==> src/sac_cfg.svh <==
// Timing counts, register offsets and reset values for the converter control block.
// Assumes a 100 MHz core clock.
`ifndef SAC_CFG_SVH
`define SAC_CFG_SVH
`define SAC_CLK_PERIOD_NS      10
`define SAC_CONV_TIME_NS       322
`define SAC_CONV_CYCLES        (`SAC_CONV_TIME_NS / `SAC_CLK_PERIOD_NS)
`define SAC_POR_WAIT_NS        20000
`define SAC_POR_WAIT_CYCLES    (`SAC_POR_WAIT_NS / `SAC_CLK_PERIOD_NS)
`define SAC_DGC_LOW_PCT        10
`define SAC_DGC_HIGH_PCT       90
`define SAC_REG_CTRL           4'h0
`define SAC_REG_STATUS         4'h4
`define SAC_REG_RESULT         4'h8
`define SAC_REG_SAMPLE         4'hC
`define SAC_CTRL_RESET         32'h0000_0000
`define SAC_CTRL_CHAIN_BIT     0
`define SAC_STAT_BUSY_BIT      0
`define SAC_STAT_READY_BIT     1
`define SAC_STAT_DGC_BIT       2
`define SAC_STAT_PWRDN_BIT     3
`endif

==> src/sac_pkg.sv <==
// Types shared by the converter control block.
// Assumes sac_cfg.svh is on the include path.
package sac_pkg;
	typedef enum logic [2:0] {
		SAC_ST_INIT  = 3'b001,
		SAC_ST_IDLE  = 3'b010,
		SAC_ST_CONV  = 3'b100
	} sac_state_t;

	typedef struct packed {
		logic        read_n;
		logic        write_n;
	} sac_dummy_t;

	typedef struct packed {
		sac_state_t  state;
		logic [15:0] count;
		logic [15:0] result;
		logic [15:0] shreg;
		logic [4:0]  shifted;
		logic        sdo;
		logic        chain;
		logic        por_done;
		logic        cnv_s2;
		logic        cnv_s3;
		logic        sck_s2;
		logic        sck_s3;
		logic        rsel_s2;
		logic        rsel_s3;
		logic        dgc_s2;
		logic        dgc_s3;
		logic [31:0] rdata;
		logic        rvalid;
		logic [15:0] sample;
	} sac_state_reg_t;
endpackage : sac_pkg

==> src/sac_top.sv <==
// Converter control and serial readout of a 16-bit SAR converter with Avalon-MM registers.
// Assumes pins are asynchronous to core_clk_in and that the analog code arrives on sample_in.
//
// Operation
// - Compression maps codes to 10-90% swing
// - Internal reset at power-up and brownout; here only nrst_in low starts it, no brownout sensing
// - Start rising edge begins conversion, wakes device
// - Start requests ignored during running conversion
// - Busy high exactly during conversion
// - After conversion power down, resume acquiring
// - Conversion finishes 32 cycles (320ns) after busy rises, which is 2 cycles after start is sampled
// - Previous result shiftable while powered down
// - Shift only when enabled and clock toggles
// - Output bit updates on shift rising edge
// - Result msb holds until first rising edge
// - Result is 16-bit twos complement code
// - Normal mode: drive when select low
// - Msb presented at busy falling edge
// - Chain mode: always driven, shifts upstream in
`timescale 1ns/1ps
`include "sac_cfg.svh"

module sac_top
	import sac_pkg::*;
#(
	parameter int POR_WAIT_CYCLES = `SAC_POR_WAIT_CYCLES
) (
	// Clock and reset
	input  wire logic        core_clk_in,
	input  wire logic        nrst_in,
	// Converter pins
	input  wire logic        conversion_start_in,
	input  wire logic        sck_in,
	input  wire logic        read_select_or_chain_input_in,
	input  wire logic        ref_compress_select_in,
	output logic             busy_out,
	output logic             sdo_out,
	output logic             sdo_oe_out,
	// Raw comparator result, two's complement
	input  wire logic [15:0] sample_in,
	// Avalon-MM slave
	input  wire logic [3:0]  avs_address,
	input  wire logic        avs_read,
	input  wire logic        avs_write,
	input  wire logic [31:0] avs_writedata,
	input  wire logic [3:0]  avs_byteenable,
	output logic [31:0]      avs_readdata,
	output logic             avs_waitrequest
);

	// ************************************************************
	// State and first synchroniser stage
	// ************************************************************
	sac_state_reg_t r;
	sac_state_reg_t next_r;
	logic           cnv_s1;
	logic           sck_s1;
	logic           rsel_s1;
	logic           dgc_s1;

	localparam logic [15:0] CONV_CYCLES = 16'(`SAC_CONV_CYCLES);
	localparam logic [15:0] POR_CYCLES  = 16'(POR_WAIT_CYCLES);

	always_ff @(posedge core_clk_in or negedge nrst_in) begin
		if (!nrst_in) begin
			cnv_s1  <= 1'b0;
			sck_s1  <= 1'b0;
			rsel_s1 <= 1'b1;
			dgc_s1  <= 1'b1;
		end else begin
			cnv_s1  <= conversion_start_in;
			sck_s1  <= sck_in;
			rsel_s1 <= read_select_or_chain_input_in;
			dgc_s1  <= ref_compress_select_in;
		end
	end

	// ************************************************************
	// Gain compression scaling
	// ************************************************************
	// Offset code is 0..65535; compressed = low + code*(high-low)/100
	function automatic logic [15:0] sac_compress(input logic [15:0] code);
		logic [31:0] ofs;
		logic [31:0] scaled;
		ofs    = {16'h0000, code ^ 16'h8000};
		scaled = (32'(`SAC_DGC_LOW_PCT) * 32'h0000_FFFF) / 32'd100
			+ (ofs * 32'(`SAC_DGC_HIGH_PCT - `SAC_DGC_LOW_PCT)) / 32'd100;
		return scaled[15:0] ^ 16'h8000;
	endfunction : sac_compress

	// ************************************************************
	// Next state
	// ************************************************************
	logic cnv_rise;
	logic sck_rise;
	logic sdo_en;
	logic reg_wr;

	always_comb begin
		next_r         = r;
		next_r.cnv_s2  = cnv_s1;
		next_r.cnv_s3  = r.cnv_s2;
		next_r.sck_s2  = sck_s1;
		next_r.sck_s3  = r.sck_s2;
		next_r.rsel_s2 = rsel_s1;
		next_r.rsel_s3 = r.rsel_s2;
		next_r.dgc_s2  = dgc_s1;
		next_r.dgc_s3  = r.dgc_s2;
		cnv_rise       = r.cnv_s2 && !r.cnv_s3;
		sck_rise       = r.sck_s2 && !r.sck_s3;
		sdo_en         = r.chain || !r.rsel_s3;
		reg_wr         = avs_write && avs_byteenable[0] && (avs_address == `SAC_REG_CTRL);
		next_r.rvalid  = avs_read && !r.rvalid;

		unique case (r.state)
			SAC_ST_INIT: begin
				// Internal reset wait after power-on; start edges ignored
				if (r.count >= POR_CYCLES - 16'h0001) begin
					next_r.state    = SAC_ST_IDLE;
					next_r.por_done = 1'b1;
					next_r.count    = 16'h0000;
				end else begin
					next_r.count = r.count + 16'h0001;
				end
			end
			SAC_ST_IDLE: begin
				// Powered down and acquiring until a start edge
				if (cnv_rise) begin
					next_r.state  = SAC_ST_CONV;
					next_r.count  = 16'h0000;
					next_r.sample = sample_in;
				end
			end
			SAC_ST_CONV: begin
				// Further start edges are not looked at here
				if (r.count >= CONV_CYCLES - 16'h0001) begin
					next_r.state   = SAC_ST_IDLE;
					next_r.count   = 16'h0000;
					next_r.result  = r.dgc_s3 ? r.sample : sac_compress(r.sample);
					next_r.shreg   = next_r.result;
					next_r.sdo     = next_r.result[15];
					next_r.shifted = 5'h00;
				end else begin
					next_r.count = r.count + 16'h0001;
				end
			end
		endcase

		// Shifting runs in any state except the last conversion cycle, so the held result is readable powered down
		if (sck_rise && sdo_en && !(r.state == SAC_ST_CONV && r.count >= CONV_CYCLES - 16'h0001)) begin
			if (r.chain) begin
				next_r.shreg = {r.shreg[14:0], r.rsel_s3};
				next_r.sdo   = r.shreg[14];
			end else if (r.shifted >= 5'd15) begin
				next_r.shreg   = 16'h0000;
				next_r.sdo     = 1'b0;
				next_r.shifted = 5'd16;
			end else begin
				next_r.shreg   = {r.shreg[14:0], 1'b0};
				next_r.sdo     = r.shreg[14];
				next_r.shifted = r.shifted + 5'h01;
			end
		end

		if (reg_wr) begin
			next_r.chain = avs_writedata[`SAC_CTRL_CHAIN_BIT];
		end

		next_r.rdata = 32'h0000_0000;
		unique case (avs_address)
			`SAC_REG_CTRL: next_r.rdata[`SAC_CTRL_CHAIN_BIT] = r.chain;
			`SAC_REG_STATUS: begin
				next_r.rdata[`SAC_STAT_BUSY_BIT]  = (r.state == SAC_ST_CONV);
				next_r.rdata[`SAC_STAT_READY_BIT] = r.por_done;
				next_r.rdata[`SAC_STAT_DGC_BIT]   = !r.dgc_s3;
				next_r.rdata[`SAC_STAT_PWRDN_BIT] = (r.state != SAC_ST_CONV);
			end
			`SAC_REG_RESULT: next_r.rdata[15:0] = r.result;
			`SAC_REG_SAMPLE: next_r.rdata[15:0] = r.shreg;
			default: next_r.rdata = 32'h0000_0000;
		endcase
	end

	// ************************************************************
	// Registers
	// ************************************************************
	always_ff @(posedge core_clk_in or negedge nrst_in) begin
		if (!nrst_in) begin
			r          <= '0;
			r.state    <= SAC_ST_INIT;
			r.rsel_s2  <= 1'b1;
			r.rsel_s3  <= 1'b1;
			r.dgc_s2   <= 1'b1;
			r.dgc_s3   <= 1'b1;
			r.shifted  <= 5'd16;
			r.chain    <= 1'(`SAC_CTRL_RESET);
		end else begin
			r <= next_r;
		end
	end

	// ************************************************************
	// Outputs
	// ************************************************************
	assign busy_out        = (r.state == SAC_ST_CONV);
	assign sdo_out         = r.sdo;
	assign sdo_oe_out      = r.chain || !r.rsel_s3;
	assign avs_readdata    = r.rdata;
	assign avs_waitrequest = avs_read && !r.rvalid;

endmodule : sac_top

==> config.mk <==
export PLATFORM = sky130hd
export DESIGN_NAME = sac_top
export DESIGN_NICKNAME = d
export VERILOG_FILES = /design/src/sac_pkg.sv /design/src/sac_top.sv
export VERILOG_INCLUDE_DIRS = /design/src
export SDC_FILE = /design/constraint.sdc
export NUM_CORES = 1
export LEC_CHECK = 0
export BUFFER_PORTS_ARGS = -buffer_cell sky130_fd_sc_hd__buf_2
export CORE_MARGIN = 4
export CORE_UTILIZATION = 25
export DETAILED_ROUTE_END_ITERATION = 8
export MAX_ROUTING_LAYER = met4
export PLACE_DENSITY = 0.48
export SLEW_MARGIN = 20
export SYNTH_ARGS = -nofsm -noshare
export SYNTH_HDL_FRONTEND = slang
export SYNTH_SLANG_ARGS = --single-unit
==> constraint.sdc <==
create_clock -name core_clk_in -period 29.8 [get_ports core_clk_in]
set_input_delay 4.47 -clock core_clk_in [delete_from_list [all_inputs] [get_ports core_clk_in]]
set_output_delay 4.47 -clock core_clk_in [all_outputs]
set_load 0.05 [all_outputs]
==> qor.csv, run 1 <==
stage,metric,value,unit
timing,finalSetupViolCount,0,
synth,synth-main-ff-cell,dfrtp_1,
timing,worst_slack,12.73,ns
route,post_drt_via_cell_ratio,5.401,
worst_setup_path,worstPathArrival,17.30,ns
clocking,postCtsSetupRepairBufs,0,
synth,synth_top_family_by_area,compound AO/OA/AOI/OAI gates,
die,die_h,208.5,um
final_layout,final_common_cell,nand2_1,
die,ios,100,
synth,synth-edff-count,0,
final_layout,syn_to_final_growth,8.750,%
clocking,cts_resized,0,
timing,hold_violations,0,
final_layout,layout-drive-gt1-share,14.73,%
clocking,h-tree-depth,3,
global_route,overflow,0,
die,die_width,208.5,um
global_route,track_usage,12.74,%
die,die_area,43480,um^2
global_route,grt_max_degree,69,
worst_setup_path,crit_fanout,15,
flow_run,drv_cap,0,
die,rows,73,
placement,hpwlAfterDp,21270,um
placement,portBuffers,49,
worst_setup_path,worstPathRequired,30.04,ns
global_route,antenna_found_initial,0,
synth,synth-seq-area-share,25.74,%
synth,synthXorXnorAreaFrac,4.767,%
synth,synth.distinct_cells,117,
hold_path,hold_start,sck_s1,
route,final_antenna_net_count,0,
clocking,cts_sinks,103,
route,vias,9327,
route,drc,0,
route,wire_per_inst,16.12,um
clocking,cts.path.max_buffers,2,
worst_setup_path,critPathCaptureType,flop,
synth,yosys_warnings,0,
die,coreArea,39730,um^2
synth,synth.area.mux_share,5.116,%
route,dr.pass1.iters,5,
route,drt_wl_total,27830,um
worst_setup_path,startpoint,r[1],
worst_setup_path,slowest_stage,a311oi_2,
die,initial_utilization,25.30,%
route,drt_iter0_markers,492,
synth,syn_inst,1196,
timing,drv_slew,0,
timing,fin_crit,17.07,ns
timing,slew_headroom,31.40,%
final_layout,fin_util,27.51,%
final_layout,diodes,0,
global_route,grt_pass1_wl,46390,um
synth,synth_fa_ha_area_share,4.630,%
clocking,clkTransAtPathRegs,0.08,ns
placement,pre_cts_ws,12.99,ns
clocking,cts-root-buf,clkbuf_16,
timing,worst_pin_slew,1.026,ns
synth,ys_async_sr_fraction,100.0,%
synth,ys_ff_latch,103,
clocking,tritoncts,built,
worst_setup_path,r2r_start,r[1],
worst_setup_path,cp-start-kind,flop,
synth,synth_area,10050,um^2
final_layout,nets,1296,
final_layout,mostFrequentLayoutCells,"nand2_1, dfrtp_1, nor2_1",
timing,fin_tns_setup,0,ns
hold_path,hp-class,flop to flop,
worst_setup_path,slowest_delay,0.86,ns
worst_setup_path,crit_type,flop to flop,
clocking,cts_hold_buf,0,
synth,avgSynthCellArea,8.405,um^2
clocking,cts-buffers-inserted,9,
clocking,clk_latency,0.34,ns
timing,clock_skew,0.009910,ns
placement,gp_congestion,0.8658,
synth,synth-simple-area-share,20.03,%
timing,clock.fmax,0.05859,GHz
outcome,outcome,"finished, final reports clean",
timing,period_share,57.27,%
timing,grt_setup_unrepaired,false,
synth,synth-compound-area-share,34.25,%
global_route,grt_pass1_vias,8808,
flip-flops by register name, indices dropped and copies added, names as in the netlist:
signal and cells:
r 79, avs_readdata 16, next_r 4, cnv_s1 1, dgc_s1 1, rsel_s1 1, sck_s1 1
worst max-delay path: cells and delay by family, from the launching register on:
| kind | cells | cell delay, ns |
|---|---|---|
| AOI/OAI and AO/OA | 29 | 8.06 |
| and+or+nand+nor | 15 | 4.54 |
| xor gates and xnor gates | 5 | 2.17 |
| adders and majority gates | 5 | 1.44 |
| DFF | 1 | 0.58 |
| buffers and inverters | 1 | 0.13 |
per-layer routing:
layer  wire length (um)  track usage, %
met4                357           2.559
met2              12370           19.48
met3               1241           1.297
met5                  0               -
met1              13860           18.39
worst paths after layout:
| kind | endpoint | slack, ns | depth (start not counted) |
|---|---|---|---|
| setup / recovery | r[77] | 12.73 | 55 |
| hold / removal | next_r[53] | 0.35 | 0 |
| setup reg to reg | r[77] | 12.73 | 55 |
| hold reg to reg | next_r[53] | 0.35 | 0 |
| max in group asynchronous | r[74] | 24.52 | 2 |
| min in group asynchronous | r[16] | 4.07 | 1 |
layout make-up:
cell class | instances | area, um^2
fill | 4304 | 28800
multi-input combinational | 1005 | 6988
sequential | 103 | 2587
tap | 525 | 656.9
timing repair buffer | 61 | 337.8
clock buffer | 9 | 225.2
clock inverter | 7 | 72.57
inverter | 17 | 63.81
cell families (layout without fill, tap and decap cells):
kind of cell / after synthesis / count (layout)
AOI/OAI and AO/OA: 454 / 454
xor gates and xnor gates: 53 / 53
adders and majority gates: 37 / 37
buffers and inverters: 103 / 94
DFF: 103 / 103
muxes: 47 / 47
other: 1 / 16
and+or+nand+nor: 398 / 398
cell usage after synthesis (8+ instances only):
library cell / number / area (um^2)
o21ai_1: 19 / 95.09
a211o_1: 8 / 70.07
a21o_1: 24 / 180.2
a21oi_1: 84 / 420.4
a211oi_1: 20 / 150.1
a221o_1: 11 / 110.1
clkbuf_1: 37 / 138.9
or2_2: 11 / 68.82
a22o_1: 16 / 140.1
nand4_1: 13 / 81.33
dfstp_2: 8 / 210.2
o2111ai_1: 9 / 78.83
xnor2_1: 35 / 306.5
xor2_1: 16 / 140.1
nor2_1: 87 / 326.6
buf_4: 35 / 262.8
buf_2: 10 / 50.05
o21a_1: 13 / 97.59
o31ai_1: 15 / 112.6
a31oi_1: 16 / 100.1
a22oi_1: 11 / 82.58
o21ai_0: 66 / 330.3
ha_1: 34 / 425.4
nor3_1: 33 / 165.2
o211ai_1: 14 / 105.1
mux2_2: 23 / 259.0
nand3_1: 43 / 215.2
dfrtp_1: 95 / 2377
nand2_1: 103 / 386.6
or3_1: 14 / 87.58
inv_1: 14 / 52.55
nor4_1: 9 / 56.30
and3_1: 17 / 106.4
nor2b_1: 8 / 50.05
and2_1: 21 / 131.4
mux2i_1: 20 / 200.2
stage by stage:
step | cells | hold slack, ns | area, um^2
final | 1727 | 0.3463 | 10930
after global routing | 1727 | 0.3500 | 10930
after CTS | 1727 | 0.3475 | 10930
after detailed placement | 1711 | 0.3372 | 10630
after global placement | 1711 | 0.3350 | 10630
after floorplan | 1211 | 0.3312 | 10110
Power of run 1 is not shown: default switching activity piles up to over one toggle a cycle in this logic, so the estimate is an artifact.
==> run 2: changes to the inputs <==
Settings changed: ABC_AREA set to 1, PLACE_DENSITY 0.48 to 0.49.
Clock period 29.8 ns to 16.2 ns, I/O delays scaled along.
==> run 2 against run 1 <==
Effect of this change: final cell count grew 0.46%; flip-flop and latch count did not move; register-to-register slack lost 8.3 ns; setup slack worse by 8.3 ns; clock skew grew 0.0016 ns; design area decreased by 11%; non-clock buffer count is 8 lower; via count shrank 18%; clock-buffer cell count stayed put; hold slack improved by 0.0070 ns; largest cell class unchanged; highest routed layer unchanged.
==> qor.csv, run 2 <==
stage,metric,value,unit,change
outcome,outcome,"finished, final reports clean",,
die,rows,68,,-6.8%
clocking,cts-root-buf,clkbuf_16,,
timing,grt_setup_unrepaired,false,,
worst_setup_path,r2r_cells,93,,+69%
final_layout,fill_cells,3833,,-11%
placement,gp_congestion,0.8220,,-5.1%
worst_setup_path,cp_common_cell,nand2_4,,
die,die_width,196.9,um,-5.6%
worst_setup_path,cp-start-kind,flop,,
flow_run,drv_cap,0,,unchanged
worst_setup_path,endpoint,r[77],,
synth,synth-simple-area-share,40.56,%,+21 points
clocking,cts_sinks,103,,unchanged
global_route,grt_max_degree,63,,-8.7%
die,die_h,196.9,um,-5.6%
timing,fin_tns_setup,0,ns,unchanged
die,coreArea,34880,um^2,-12%
final_layout,regMostFlops,r,,
synth,yosys_warnings,0,,unchanged
worst_setup_path,critPathCaptureType,flop,,
synth,synthXorXnorAreaFrac,1.767,%,-3.0 points
synth,synth.distinct_cells,58,,-50%
die,ios,100,,unchanged
global_route,grt_pass1_wl,36350,um,-22%
synth,synth.largest_area_cell,dfrtp_1,,
route,post_drt_via_cell_ratio,4.413,,-18%
placement,hpwlAfterDp,17070,um,-20%
route,wire_per_inst,12.35,um,-23%
synth,synth_area_leaders,"dfrtp_1, nand2_1, inv_1",,
route,drc,0,,unchanged
route,drt_wl_total,21430,um,-23%
synth,synth_top_area_share,26.64,%,+3.0 points
synth,syn_inst,1240,,+3.7%
synth,synth_area,8924,um^2,-11%
timing,period_share,72.82,%,+16 points
timing,drv_slew,0,,unchanged
clocking,cts_hold_buf,0,,unchanged
final_layout,mostFrequentLayoutCells,"nand2_1, inv_1, nand3_1",,
synth,synth-edff-count,0,,unchanged
synth,yosysMostFrequentCell,nand2_1,,
final_layout,diodes,0,,unchanged
synth,synth.area.mux_share,1.010,%,-4.1 points
timing,fin_crit,11.80,ns,-5.271 ns
final_layout,syn_to_final_growth,9.633,%,
worst_setup_path,slowest_delay,0.47,ns,-0.39 ns
final_layout,final_common_cell,nand2_1,,
global_route,antenna_found_initial,0,,unchanged
timing,worst_pin_slew,0.7811,ns,-0.2450 ns
final_layout,layout-drive-gt1-share,22.81,%,+8.1 points
timing,clock_skew,0.01147,ns,+0.001558 ns
placement,portBuffers,49,,unchanged
timing,hold_violations,0,,unchanged
clocking,cts.path.max_buffers,2,,unchanged
synth,ys_ff_latch,103,,unchanged
clocking,tritoncts,built,,
route,vias,7657,,-18%
synth,synth-seq-area-share,29.00,%,+3.3 points
hold_path,hp-class,flop to flop,,
timing,finalSetupViolCount,0,,unchanged
timing,slew_headroom,47.93,%,+17 points
clocking,clkTransAtPathRegs,0.08,ns,about the same
synth,synth_top_family_by_area,simple AND/OR/NAND/NOR gates,,
global_route,overflow,0,,unchanged
worst_setup_path,worstPathRequired,16.41,ns,-13.63 ns
route,drt_iter0_markers,418,,-15%
worst_setup_path,worstPathArrival,12.01,ns,-5.29 ns
synth,synth_fa_ha_area_share,4.992,%,+0.36 points
synth,avgSynthCellArea,7.196,um^2,-14%
synth,synth-compound-area-share,10.35,%,-24 points
clocking,postCtsSetupRepairBufs,0,,unchanged
clocking,clk_latency,0.35,ns,about the same
global_route,grt_pass1_vias,7325,,-17%
die,initial_utilization,25.58,%,+0.28 points
timing,clock.fmax,0.08477,GHz,+45%
worst_setup_path,rrSetupSlack,4.40,ns,-8.33 ns
clocking,h-tree-depth,3,,unchanged
final_layout,largest_reg_flops,79,,unchanged
worst_setup_path,r2r_end,r[77],,
global_route,track_usage,11.38,%,-1.4 points
worst_setup_path,crit_fanout,10,,-5
synth,ys_async_sr_fraction,100.0,%,unchanged
die,die_area,38780,um^2,-11%
clocking,cts-buffers-inserted,9,,unchanged
worst_setup_path,r2r_start,r[3],,
route,dr.pass1.iters,5,,unchanged
clocking,cts_resized,0,,unchanged
synth,ys_top_cells_by_count,"nand2_1, inv_1, nand3_1",,
final_layout,nets,1374,,+6.0%
worst_setup_path,crit_type,flop to flop,,
worst_setup_path,slowest_stage,dfrtp_1,,
worst_setup_path,startpoint,r[3],,
route,final_antenna_net_count,0,,unchanged
synth,synth-main-ff-cell,dfrtp_1,,
## run 2: stage by stage
stage / worst slack, ns / std cells / area, um^2 / hold slack [ns] / utilization, %
2_1_floorplan: 6.296 / 1255 / 8980 / 0.3312 / -
3_5_place_dp: 4.282 / 1719 / 9495 / 0.3370 / 27.22
5_1_grt: 3.042 / 1735 / 9783 / 0.3623 / 28.05
6_report: 4.403 / 1735 / 9783 / 0.3533 / 28.05
4_1_cts: 4.259 / 1735 / 9783 / 0.3539 / 28.05
3_3_place_gp: 4.437 / 1719 / 9495 / 0.3317 / 27.22
## run 2: critical path, delay by kind of cell (launching register included)
| kind | cells | cell delay, ns |
|---|---|---|
| buffers and inverters | 2 | 0.15 |
| flip-flops | 1 | 0.47 |
| adder cells (fa/ha/maj) | 5 | 1.35 |
| XOR/XNOR | 1 | 0.23 |
| AO/OA/AOI/OAI | 4 | 0.62 |
| AND/OR/NAND/NOR | 81 | 8.83 |
## run 2: worst min path at each step
stage | startpoint | endpoint | slack [ns] | cells past startpoint
floorplan | sck_s1 | next_r[53] | 0.33 | 0
global placement | cnv_s1 | next_r[55] | 0.33 | 0
detailed placement | cnv_s1 | next_r[55] | 0.34 | 0
CTS | cnv_s1 | next_r[55] | 0.35 | 0
global route | next_r[51] | r[51] | 0.36 | 0
finish | cnv_s1 | next_r[55] | 0.35 | 0
## run 2: layer usage
metal  vias to the layer above  wire length [um]  track usage (%)
met2                       129              9380            17.60
met4                         0               474            3.236
met5                         -                 0                -
li1                       4021                 -                -
met3                        25               757           0.9744
met1                      3482             10810            16.00
## run 2: cell type report
class                           count  area, um^2  share of cell area [%]
Timing Repair Buffer               53       277.8                   2.839
Multi-Input combinational cell    907        5296                   54.14
Inverter                          201       764.5                   7.814
Clock inverter                      7       62.56                  0.6395
Sequential cell                   103        2587                   26.45
Clock buffer                        9       225.2                   2.302
Tap cell                          455       569.3                   5.819
## run 2: cell families after synthesis
family                   count (synthesis)
multiplexers                             8
AND/OR/NAND/NOR                        683
adder cells (fa/ha/maj)                 35
flip-flops                             103
buffers and inverters                  245
XOR/XNOR                                18
AO/OA/AOI/OAI                          147
other                                    1
Power of run 2 is left out for the same reason.
